## src/rtl/pit_params.svh

```systemverilog
`ifndef PIT_PARAMS_SVH
`define PIT_PARAMS_SVH

// Register indices; byte address is four times the index
`define PIT_IDX_FLAGS    16'h1025
`define PIT_IDX_MASK     16'h1024
`define PIT_IDX_ACCCTL   16'h1026
`define PIT_IDX_TEST     16'h103e
`define PIT_IDX_COUNT    16'h1040
`define PIT_ADDR_FLAGS   (`PIT_IDX_FLAGS * 16'h0004)
`define PIT_ADDR_MASK    (`PIT_IDX_MASK * 16'h0004)
`define PIT_ADDR_ACCCTL  (`PIT_IDX_ACCCTL * 16'h0004)
`define PIT_ADDR_TEST    (`PIT_IDX_TEST * 16'h0004)
`define PIT_ADDR_COUNT   (`PIT_IDX_COUNT * 16'h0004)

// Field positions
`define PIT_BIT_PERIODIC 6
`define PIT_BIT_SKIP     3
`define PIT_PR_LSB       0
`define PIT_RATE_LSB     0

// Reset values
`define PIT_RST_RATE     2'h0
`define PIT_RST_PR       2'h0

// Base tick: bus clock divided by 2^13
`define PIT_BASE_DIV     8192

// Main counter prescale factors minus one
`define PIT_PRE_1        4'h0
`define PIT_PRE_4        4'h3
`define PIT_PRE_8        4'h7
`define PIT_PRE_16       4'hf

`endif

```

## src/rtl/pit_pkg.sv

```systemverilog
package pit_pkg;

  typedef struct packed {
    logic        sel;
    logic        en;
    logic        wr;
    logic [15:0] addr;
    logic [31:0] wdata;
  } pit_apb_req_t;

  typedef enum logic [1:0] {
    PIT_BUS_IDLE = 2'b01,
    PIT_BUS_ACK  = 2'b10
  } pit_bus_st_t;

endpackage : pit_pkg

```

## src/rtl/pit_base_div.sv

```systemverilog
`include "pit_params.svh"

module pit_base_div #(
  parameter int unsigned DIV = `PIT_BASE_DIV
) (
  // Clock and reset
  input  wire logic clk_sys,
  input  wire logic rst_n,
  // Tick out
  output logic      tick
);

  logic [15:0] cnt_reg;
  logic [15:0] cnt_next;
  logic        tick_reg;
  logic        tick_next;

  // Free running; nothing but reset restarts it
  always_comb begin
    tick_next = 1'b0;
    cnt_next  = cnt_reg + 16'h0001;
    if (cnt_reg == 16'(DIV - 1)) begin
      cnt_next  = 16'h0000;
      tick_next = 1'b1;
    end
  end

  always_ff @(posedge clk_sys) begin
    if (!rst_n) begin
      cnt_reg  <= 16'h0000;
      tick_reg <= 1'b0;
    end else begin
      cnt_reg  <= cnt_next;
      tick_reg <= tick_next;
    end
  end

  assign tick = tick_reg;

endmodule : pit_base_div

```

## src/rtl/pit_rate_div.sv

```systemverilog
module pit_rate_div (
  // Clock and reset
  input  wire logic       clk_sys,
  input  wire logic       rst_n,
  // Base tick and rate
  input  wire logic       tick,
  input  wire logic [1:0] rate,
  // Period end
  output logic            timeout
);

  logic [2:0] cnt_reg;
  logic [2:0] cnt_next;
  logic [2:0] last;

  always_comb begin
    last     = 3'((4'h1 << rate) - 4'h1);
    cnt_next = cnt_reg;
    timeout  = 1'b0;
    if (tick) begin
      // >= so a rate change to a faster setting never stalls a period
      if (cnt_reg >= last) begin
        cnt_next = 3'h0;
        timeout  = 1'b1;
      end else begin
        cnt_next = cnt_reg + 3'h1;
      end
    end
  end

  always_ff @(posedge clk_sys) begin
    if (!rst_n) begin
      cnt_reg <= 3'h0;
    end else begin
      cnt_reg <= cnt_next;
    end
  end

endmodule : pit_rate_div

```

## src/rtl/pit_top.sv

```systemverilog
`include "pit_params.svh"

module pit_top #(
  parameter int unsigned BASE_DIV = `PIT_BASE_DIV
) (
  // Clock and reset
  input  wire logic        clk_sys,
  input  wire logic        rst_n,
  // APB slave
  input  wire logic        psel,
  input  wire logic        penable,
  input  wire logic        pwrite,
  input  wire logic [15:0] paddr,
  input  wire logic [31:0] pwdata,
  output logic      [31:0] prdata,
  output logic             pready,
  output logic             pslverr,
  // Operating mode pin
  input  wire logic        special_mode,
  // Block outputs
  output logic             periodic_irq,
  output logic             bypass_active,
  output logic      [15:0] main_count
);

  pit_pkg::pit_apb_req_t req;

  // One driver for the whole carrier, fields in declaration order
  assign req = {psel, penable, pwrite, paddr, pwdata};

  // Mode pin synchroniser
  logic special_meta_reg;
  logic special_sync_reg;

  always_ff @(posedge clk_sys) begin
    if (!rst_n) begin
      special_meta_reg <= 1'b0;
      special_sync_reg <= 1'b0;
    end else begin
      special_meta_reg <= special_mode;
      special_sync_reg <= special_meta_reg;
    end
  end

  // APB answer: one wait state, then pready with registered data
  pit_pkg::pit_bus_st_t st_reg;
  pit_pkg::pit_bus_st_t st_next;
  logic [31:0]          prdata_reg;
  logic [31:0]          prdata_next;
  logic                 pslverr_reg;
  logic                 pslverr_next;
  logic                 mapped;
  logic                 acc;
  logic                 wr_fire;
  logic [31:0]          rd_val;

  logic                 flag_reg;
  logic                 irq_en_reg;
  logic [1:0]           pr_reg;
  logic [1:0]           rate_reg;
  logic                 bypass_reg;
  logic [7:0]           cnt_hi_reg;
  logic [7:0]           cnt_lo_reg;

  assign acc     = req.sel && req.en;
  assign wr_fire = acc && req.wr && (st_reg == pit_pkg::PIT_BUS_ACK);

  always_comb begin
    mapped = 1'b1;
    rd_val = 32'h0000_0000;
    case (req.addr)
      `PIT_ADDR_FLAGS:  rd_val[`PIT_BIT_PERIODIC] = flag_reg;
      `PIT_ADDR_MASK: begin
        rd_val[`PIT_BIT_PERIODIC]        = irq_en_reg;
        rd_val[`PIT_PR_LSB +: 2]         = pr_reg;
      end
      `PIT_ADDR_ACCCTL: rd_val[`PIT_RATE_LSB +: 2] = rate_reg;
      `PIT_ADDR_TEST:   rd_val[`PIT_BIT_SKIP] = bypass_reg;
      `PIT_ADDR_COUNT:  rd_val[15:0] = {cnt_hi_reg, cnt_lo_reg};
      default:          mapped = 1'b0;
    endcase
  end

  always_comb begin
    st_next      = st_reg;
    prdata_next  = prdata_reg;
    pslverr_next = 1'b0;
    case (st_reg)
      pit_pkg::PIT_BUS_IDLE: begin
        if (acc) begin
          st_next      = pit_pkg::PIT_BUS_ACK;
          prdata_next  = req.wr ? 32'h0000_0000 : rd_val;
          pslverr_next = !mapped;
        end
      end
      pit_pkg::PIT_BUS_ACK: begin
        st_next = pit_pkg::PIT_BUS_IDLE;
      end
      default: begin
        st_next = pit_pkg::PIT_BUS_IDLE;
      end
    endcase
  end

  always_ff @(posedge clk_sys) begin
    if (!rst_n) begin
      st_reg      <= pit_pkg::PIT_BUS_IDLE;
      prdata_reg  <= 32'h0000_0000;
      pslverr_reg <= 1'b0;
    end else begin
      st_reg      <= st_next;
      prdata_reg  <= prdata_next;
      pslverr_reg <= pslverr_next;
    end
  end

  assign pready  = (st_reg == pit_pkg::PIT_BUS_ACK);
  assign prdata  = prdata_reg;
  assign pslverr = pslverr_reg;

  // Periodic chain
  logic base_tick;
  logic timeout;

  // Own divider, untouched by the prescale field
  pit_base_div #(
    .DIV (BASE_DIV)
  ) u_base (
    .clk_sys (clk_sys),
    .rst_n   (rst_n),
    .tick    (base_tick)
  );

  // No clear input: periods run from timeout to timeout
  pit_rate_div u_rate (
    .clk_sys (clk_sys),
    .rst_n   (rst_n),
    .tick    (base_tick),
    .rate    (rate_reg),
    .timeout (timeout)
  );

  // Control and status registers
  logic       flag_next;
  logic       irq_en_next;
  logic [1:0] pr_next;
  logic [1:0] rate_next;
  logic       bypass_next;
  logic       irq_next;
  logic       irq_reg;
  logic       clr_req;

  assign clr_req = wr_fire && (req.addr == `PIT_ADDR_FLAGS) && req.wdata[`PIT_BIT_PERIODIC];

  always_comb begin
    irq_en_next = irq_en_reg;
    pr_next     = pr_reg;
    rate_next   = rate_reg;
    bypass_next = bypass_reg;
    // Set beats clear, enable plays no part
    flag_next   = timeout || (flag_reg && !clr_req);
    if (wr_fire && (req.addr == `PIT_ADDR_MASK)) begin
      irq_en_next = req.wdata[`PIT_BIT_PERIODIC];
      pr_next     = req.wdata[`PIT_PR_LSB +: 2];
    end
    if (wr_fire && (req.addr == `PIT_ADDR_ACCCTL)) begin
      rate_next = req.wdata[`PIT_RATE_LSB +: 2];
    end
    if (wr_fire && (req.addr == `PIT_ADDR_TEST) && special_sync_reg) begin
      bypass_next = req.wdata[`PIT_BIT_SKIP];
    end
    // Bypass gives wrong timing downstream, so it never survives normal mode
    if (!special_sync_reg) begin
      bypass_next = 1'b0;
    end
    irq_next = flag_next && irq_en_next;
  end

  always_ff @(posedge clk_sys) begin
    if (!rst_n) begin
      flag_reg   <= 1'b0;
      irq_en_reg <= 1'b0;
      pr_reg     <= `PIT_RST_PR;
      rate_reg   <= `PIT_RST_RATE;
      bypass_reg <= 1'b0;
      irq_reg    <= 1'b0;
    end else begin
      flag_reg   <= flag_next;
      irq_en_reg <= irq_en_next;
      pr_reg     <= pr_next;
      rate_reg   <= rate_next;
      bypass_reg <= bypass_next;
      irq_reg    <= irq_next;
    end
  end

  assign periodic_irq  = irq_reg;
  assign bypass_active = bypass_reg;

  // Main free-running counter with prescaler
  logic [3:0] pre_reg;
  logic [3:0] pre_next;
  logic [3:0] pre_last;
  logic [7:0] cnt_hi_next;
  logic [7:0] cnt_lo_next;

  always_comb begin
    case (pr_reg)
      2'h0:    pre_last = `PIT_PRE_1;
      2'h1:    pre_last = `PIT_PRE_4;
      2'h2:    pre_last = `PIT_PRE_8;
      default: pre_last = `PIT_PRE_16;
    endcase
    pre_next    = pre_reg;
    cnt_hi_next = cnt_hi_reg;
    cnt_lo_next = cnt_lo_reg;
    if (bypass_reg) begin
      // Halves step independently so a test sees both toggle fast
      pre_next    = 4'h0;
      cnt_hi_next = cnt_hi_reg + 8'h01;
      cnt_lo_next = cnt_lo_reg + 8'h01;
    end else if (pre_reg >= pre_last) begin
      pre_next                   = 4'h0;
      {cnt_hi_next, cnt_lo_next} = {cnt_hi_reg, cnt_lo_reg} + 16'h0001;
    end else begin
      pre_next = pre_reg + 4'h1;
    end
  end

  always_ff @(posedge clk_sys) begin
    if (!rst_n) begin
      pre_reg    <= 4'h0;
      cnt_hi_reg <= 8'h00;
      cnt_lo_reg <= 8'h00;
    end else begin
      pre_reg    <= pre_next;
      cnt_hi_reg <= cnt_hi_next;
      cnt_lo_reg <= cnt_lo_next;
    end
  end

  assign main_count = {cnt_hi_reg, cnt_lo_reg};
endmodule : pit_top
```

## config.mk

```make
export PLATFORM = sky130hd
export DESIGN_NAME = pit_top
export DESIGN_NICKNAME = d
export VERILOG_FILES = /design/src/rtl/pit_pkg.sv /design/src/rtl/pit_base_div.sv /design/src/rtl/pit_rate_div.sv /design/src/rtl/pit_top.sv
export VERILOG_INCLUDE_DIRS = /design/src /design/src/rtl
export SDC_FILE = /design/constraint.sdc
export NUM_CORES = 1
export LEC_CHECK = 0
export ABC_AREA = 1
export BUFFER_PORTS_ARGS = -buffer_cell sky130_fd_sc_hd__buf_4
export CAP_MARGIN = 10
export CORE_ASPECT_RATIO = 1.5
export CORE_UTILIZATION = 50
export CTS_BUF_LIST = sky130_fd_sc_hd__clkbuf_16
export DETAILED_ROUTE_END_ITERATION = 10
export PLACE_DENSITY = 0.78
export SYNTH_ARGS = -nofsm -noshare
export SYNTH_HDL_FRONTEND = slang
export SYNTH_SLANG_ARGS = --single-unit
export TNS_END_PERCENT = 5
```

## constraint.sdc

```tcl
create_clock -name clk_sys -period 4.4 [get_ports clk_sys]
set_input_delay 0.66 -clock clk_sys [delete_from_list [all_inputs] [get_ports clk_sys]]
set_output_delay 0.66 -clock clk_sys [all_outputs]
set_load 0.005 [all_outputs]
```

==> metrics.log <==
[metrics] post-synth design cell area: 0.00345 mm2
[metrics] type of the most critical hold path: reg2reg
[metrics] unrepaired setup endpoints after global routing: no
[metrics] power dissipated by switching net loads: 0.000304 W
[metrics] net switching share of the total power: 0.209
[metrics] final weighted congestion of routability-driven global placement: 0.830
[metrics] delay of the slowest critical-path stage: 740 ps
[metrics] Die Span X: 69.8 um
[metrics] fin. max-slew vios: 0
[metrics] Initial Util: 0.525
[metrics] first-pass GRT wire length: 12,800 um
[metrics] Final Cycle Share: 0.595
[metrics] average vias per placed instance: 5.15
[metrics] worst slack at placement: 1790 ps
[metrics] total negative setup slack: 0 ps
[metrics] number of buffers added on ports: 61
[metrics] area of the core: 0.00658 mm2
[metrics] number of antenna violations at the first check in global routing: 0
[metrics] sum of overflow across all layers after global routing: 0
[metrics] Antenna Violating Nets Remaining: 0
[metrics] number of diodes: 0
[metrics] worst-path maximum fanout: 25
[metrics] proportion of layout cells with a drive suffix above 1: 0.156
[metrics] worst-case vdd ir drop: 0.287 mV
[metrics] total setup buffers inserted after CTS: 0
[metrics] clock slew at the register clock pins of the worst setup and hold paths: 50 ps
[metrics] HPWL Detailed: 5500 um
[metrics] slew margin rel.: 0.349
[metrics] critical path, cell by cell: nor2_1 -> ha_1 -> inv_1 -> o21bai_1 -> nand3_1 -> nand4_1 -> inv_1 -> nand2_1 -> nor2_1
[metrics] largest net degree at the start of global routing: 27
[metrics] class of the most critical setup path: reg2reg
[metrics] flip-flop and latch count after synthesis: 69
[metrics] internal power: 0.00115 W
[metrics] CTS Root Buffer Type: sky130_fd_sc_hd__clkbuf_16
[metrics] number of distinct standard cells referenced by the synthesized netlist: 30
[metrics] maximum achievable frequency: 0.382 GHz
[metrics] PD cells: 347 mW/mm2
[metrics] Final Util: 0.638
[metrics] critical path data required time: 4660 ps
[metrics] critical path launch point type: register
[metrics] vias in the first global route: 3,078
[metrics] register share of total power: 0.438
[metrics] TritonCTS clock tree: yes
[metrics] total CTS buffers: 9
[metrics] reported leakage power: 1.89 nW
[metrics] worst hold slack after final layout: 422 ps
[metrics] Layout area overhead: 21.6%
[metrics] part of the total power dissipated in combinational logic: 0.044
[metrics] minimum setup slack in the final design: 1780 ps
[metrics] DRC marker count from the first detailed-route iteration: 164
[metrics] Worst-Skew Late Latency: 330 ps
[metrics] fraction of the yosys area taken by sequential cells: 0.400
[metrics] maximum clock path buffer count: 2
[metrics] Overall Global Routing Usage: 0.217
[metrics] I/O pin count: 106
[metrics] final worst clock skew: 4.35 ps
[metrics] sort of element at the end of the critical path: register
[metrics] origin of the worst min-delay path: special_meta_reg
[metrics] final net count: 620
[metrics] Post-Synthesis Mean Instance Area: 6.99 um2
[metrics] fill count: 596
[metrics] power share of the clock group: 0.518
[metrics] transition time at the pin with the least slew margin: 974 ps
[metrics] number of standard cells after synthesis: 494
[metrics] Setup-failing EPs final: 0
[metrics] minimum period implied by the final worst setup slack: 2620 ps
[metrics] remaining routing DRC violations: 0
[metrics] drt total wl: 7660 um
[metrics] CTS H-tree lvls: 3
[metrics] number of placement rows: 36
[metrics] max-capacitance violation count: 0
[metrics] area of the die: 0.00724 mm2
[metrics] Vias: 3,268
[metrics] worst r2r src: pr_reg[1]
[metrics] crit path max-delay cell type: sky130_fd_sc_hd__nand4_1
[metrics] die outline height: 104 um
[metrics] quantity of gates resized following cts: 0
[metrics] quantity of hold-fixing buffers added after cts: 0
[metrics] data arrival at the endpoint of the critical path: 2880 ps
[metrics] CTS sink cnt: 69
[metrics] total iterations of the first detailed-routing run: 4
[metrics] average wire per standard cell: 12.1 um
[metrics] number of warning messages in the yosys log: 0
[metrics] critical path startpoint: pr_reg[1]
[metrics] Final Hold Viols: 0
[metrics] status: complete, no violations
==> logic make-up after synthesis <==
family,share of synthesized area
DFF,0.400
xor gates and xnor gates,0.0254
other,0.00109
and+or+nand+nor,0.318
adders and majority gates,0.0435
AOI/OAI and AO/OA,0.0968
buffers and inverters,0.115
==> per-stage QoR <==
stage,power (W),instance area [um2],std cells
after floorplan,0.000694,3510,509
after global placement,0.000712,3880,619
after detailed placement,0.000714,3880,619
after CTS,0.00147,4200,635
after global routing,0.00150,4200,635
final,0.00145,4200,635
==> cells in the final DEF (no fill, tap or decap), types with 2 or more instances in the layout <==
cell type,count
sky130_fd_sc_hd__o211ai_1,2
sky130_fd_sc_hd__conb_1,16
sky130_fd_sc_hd__nor2_2,3
sky130_fd_sc_hd__nor4_1,2
sky130_fd_sc_hd__clkbuf_16,9
sky130_fd_sc_hd__bufinv_16,2
sky130_fd_sc_hd__a21oi_1,41
sky130_fd_sc_hd__clkinvlp_4,2
sky130_fd_sc_hd__nor3_1,9
sky130_fd_sc_hd__inv_1,58
sky130_fd_sc_hd__nand4_1,9
sky130_fd_sc_hd__xor2_1,8
sky130_fd_sc_hd__ha_1,12
sky130_fd_sc_hd__xnor2_1,2
sky130_fd_sc_hd__clkinv_2,3
sky130_fd_sc_hd__dfxtp_1,69
sky130_fd_sc_hd__o21ai_0,13
sky130_fd_sc_hd__nor2_1,75
sky130_fd_sc_hd__nand2_1,114
sky130_fd_sc_hd__buf_4,61
sky130_fd_sc_hd__nand3_1,39
==> critical path: cells and delay by family (launching register included) <==
family                     cells  cell delay, ps
and+or+nand+nor                5            1270
buffers and inverters          2             590
DFF                            1             340
adders and majority gates      1             270
AOI/OAI and AO/OA              1              70
==> Yosys cell counts, drive strengths merged <==
cell type    n  area share
nand2      115        0.13
nor2        78       0.087
dfxtp       69        0.40
inv         58       0.063
a21oi       41       0.059
nand3       39       0.057
buf         21       0.045
o21ai       14       0.024
ha          12       0.044
nor3        11       0.021
nand4       10       0.022
xor2         8       0.020
clkbuf       6      0.0065
a21boi       2      0.0054
nor4         2      0.0036
o211ai       2      0.0043
xnor2        2      0.0051
a31oi        1      0.0018
conb         1      0.0011
o21bai       1      0.0022
or2          1      0.0018
==> final timing paths <==
kind | depth (start not counted) | slack, ps | endpoint
worst min register to register | 2 | 420 | special_sync_reg
worst min-delay path | 2 | 420 | special_sync_reg
worst max-delay path | 9 | 1780 | pre_reg[3]
worst max register to register | 9 | 1780 | pre_reg[3]
==> metal layers <==
layer  up-vias  GRT usage  share of wire
met5         -          0              0
li1       1666          -              -
met2        93      0.416           0.54
met1      1494      0.218           0.40
met4         0     0.0971          0.018
met3        15     0.0428          0.044
==> layout make-up <==
| cell class | instances | area, um2 | share of cell area |
|---|---|---|---|
| Multi-Input combinational cell | 355 | 1730 | 0.412 |
| Inverter | 58 | 218 | 0.0519 |
| Tap cell | 76 | 95.1 | 0.0227 |
| Clock inverter | 7 | 90.1 | 0.0215 |
| Timing Repair Buffer | 61 | 458 | 0.109 |
| Sequential cell | 69 | 1380 | 0.329 |
| Clock buffer | 9 | 225 | 0.0537 |
==> power by group through the flow <==
stage / registers, W / logic (W) / clock network [W]
2_1_floorplan: 0.000650 / 0.0000445 / 0
3_3_place_gp: 0.000651 / 0.0000610 / 0
3_5_place_dp: 0.000651 / 0.0000633 / 0
4_1_cts: 0.000637 / 0.0000637 / 0.000765
5_1_grt: 0.000638 / 0.0000709 / 0.000791
6_report: 0.000638 / 0.0000633 / 0.000754
No activity file was read; power rests on OpenSTA's default activity.
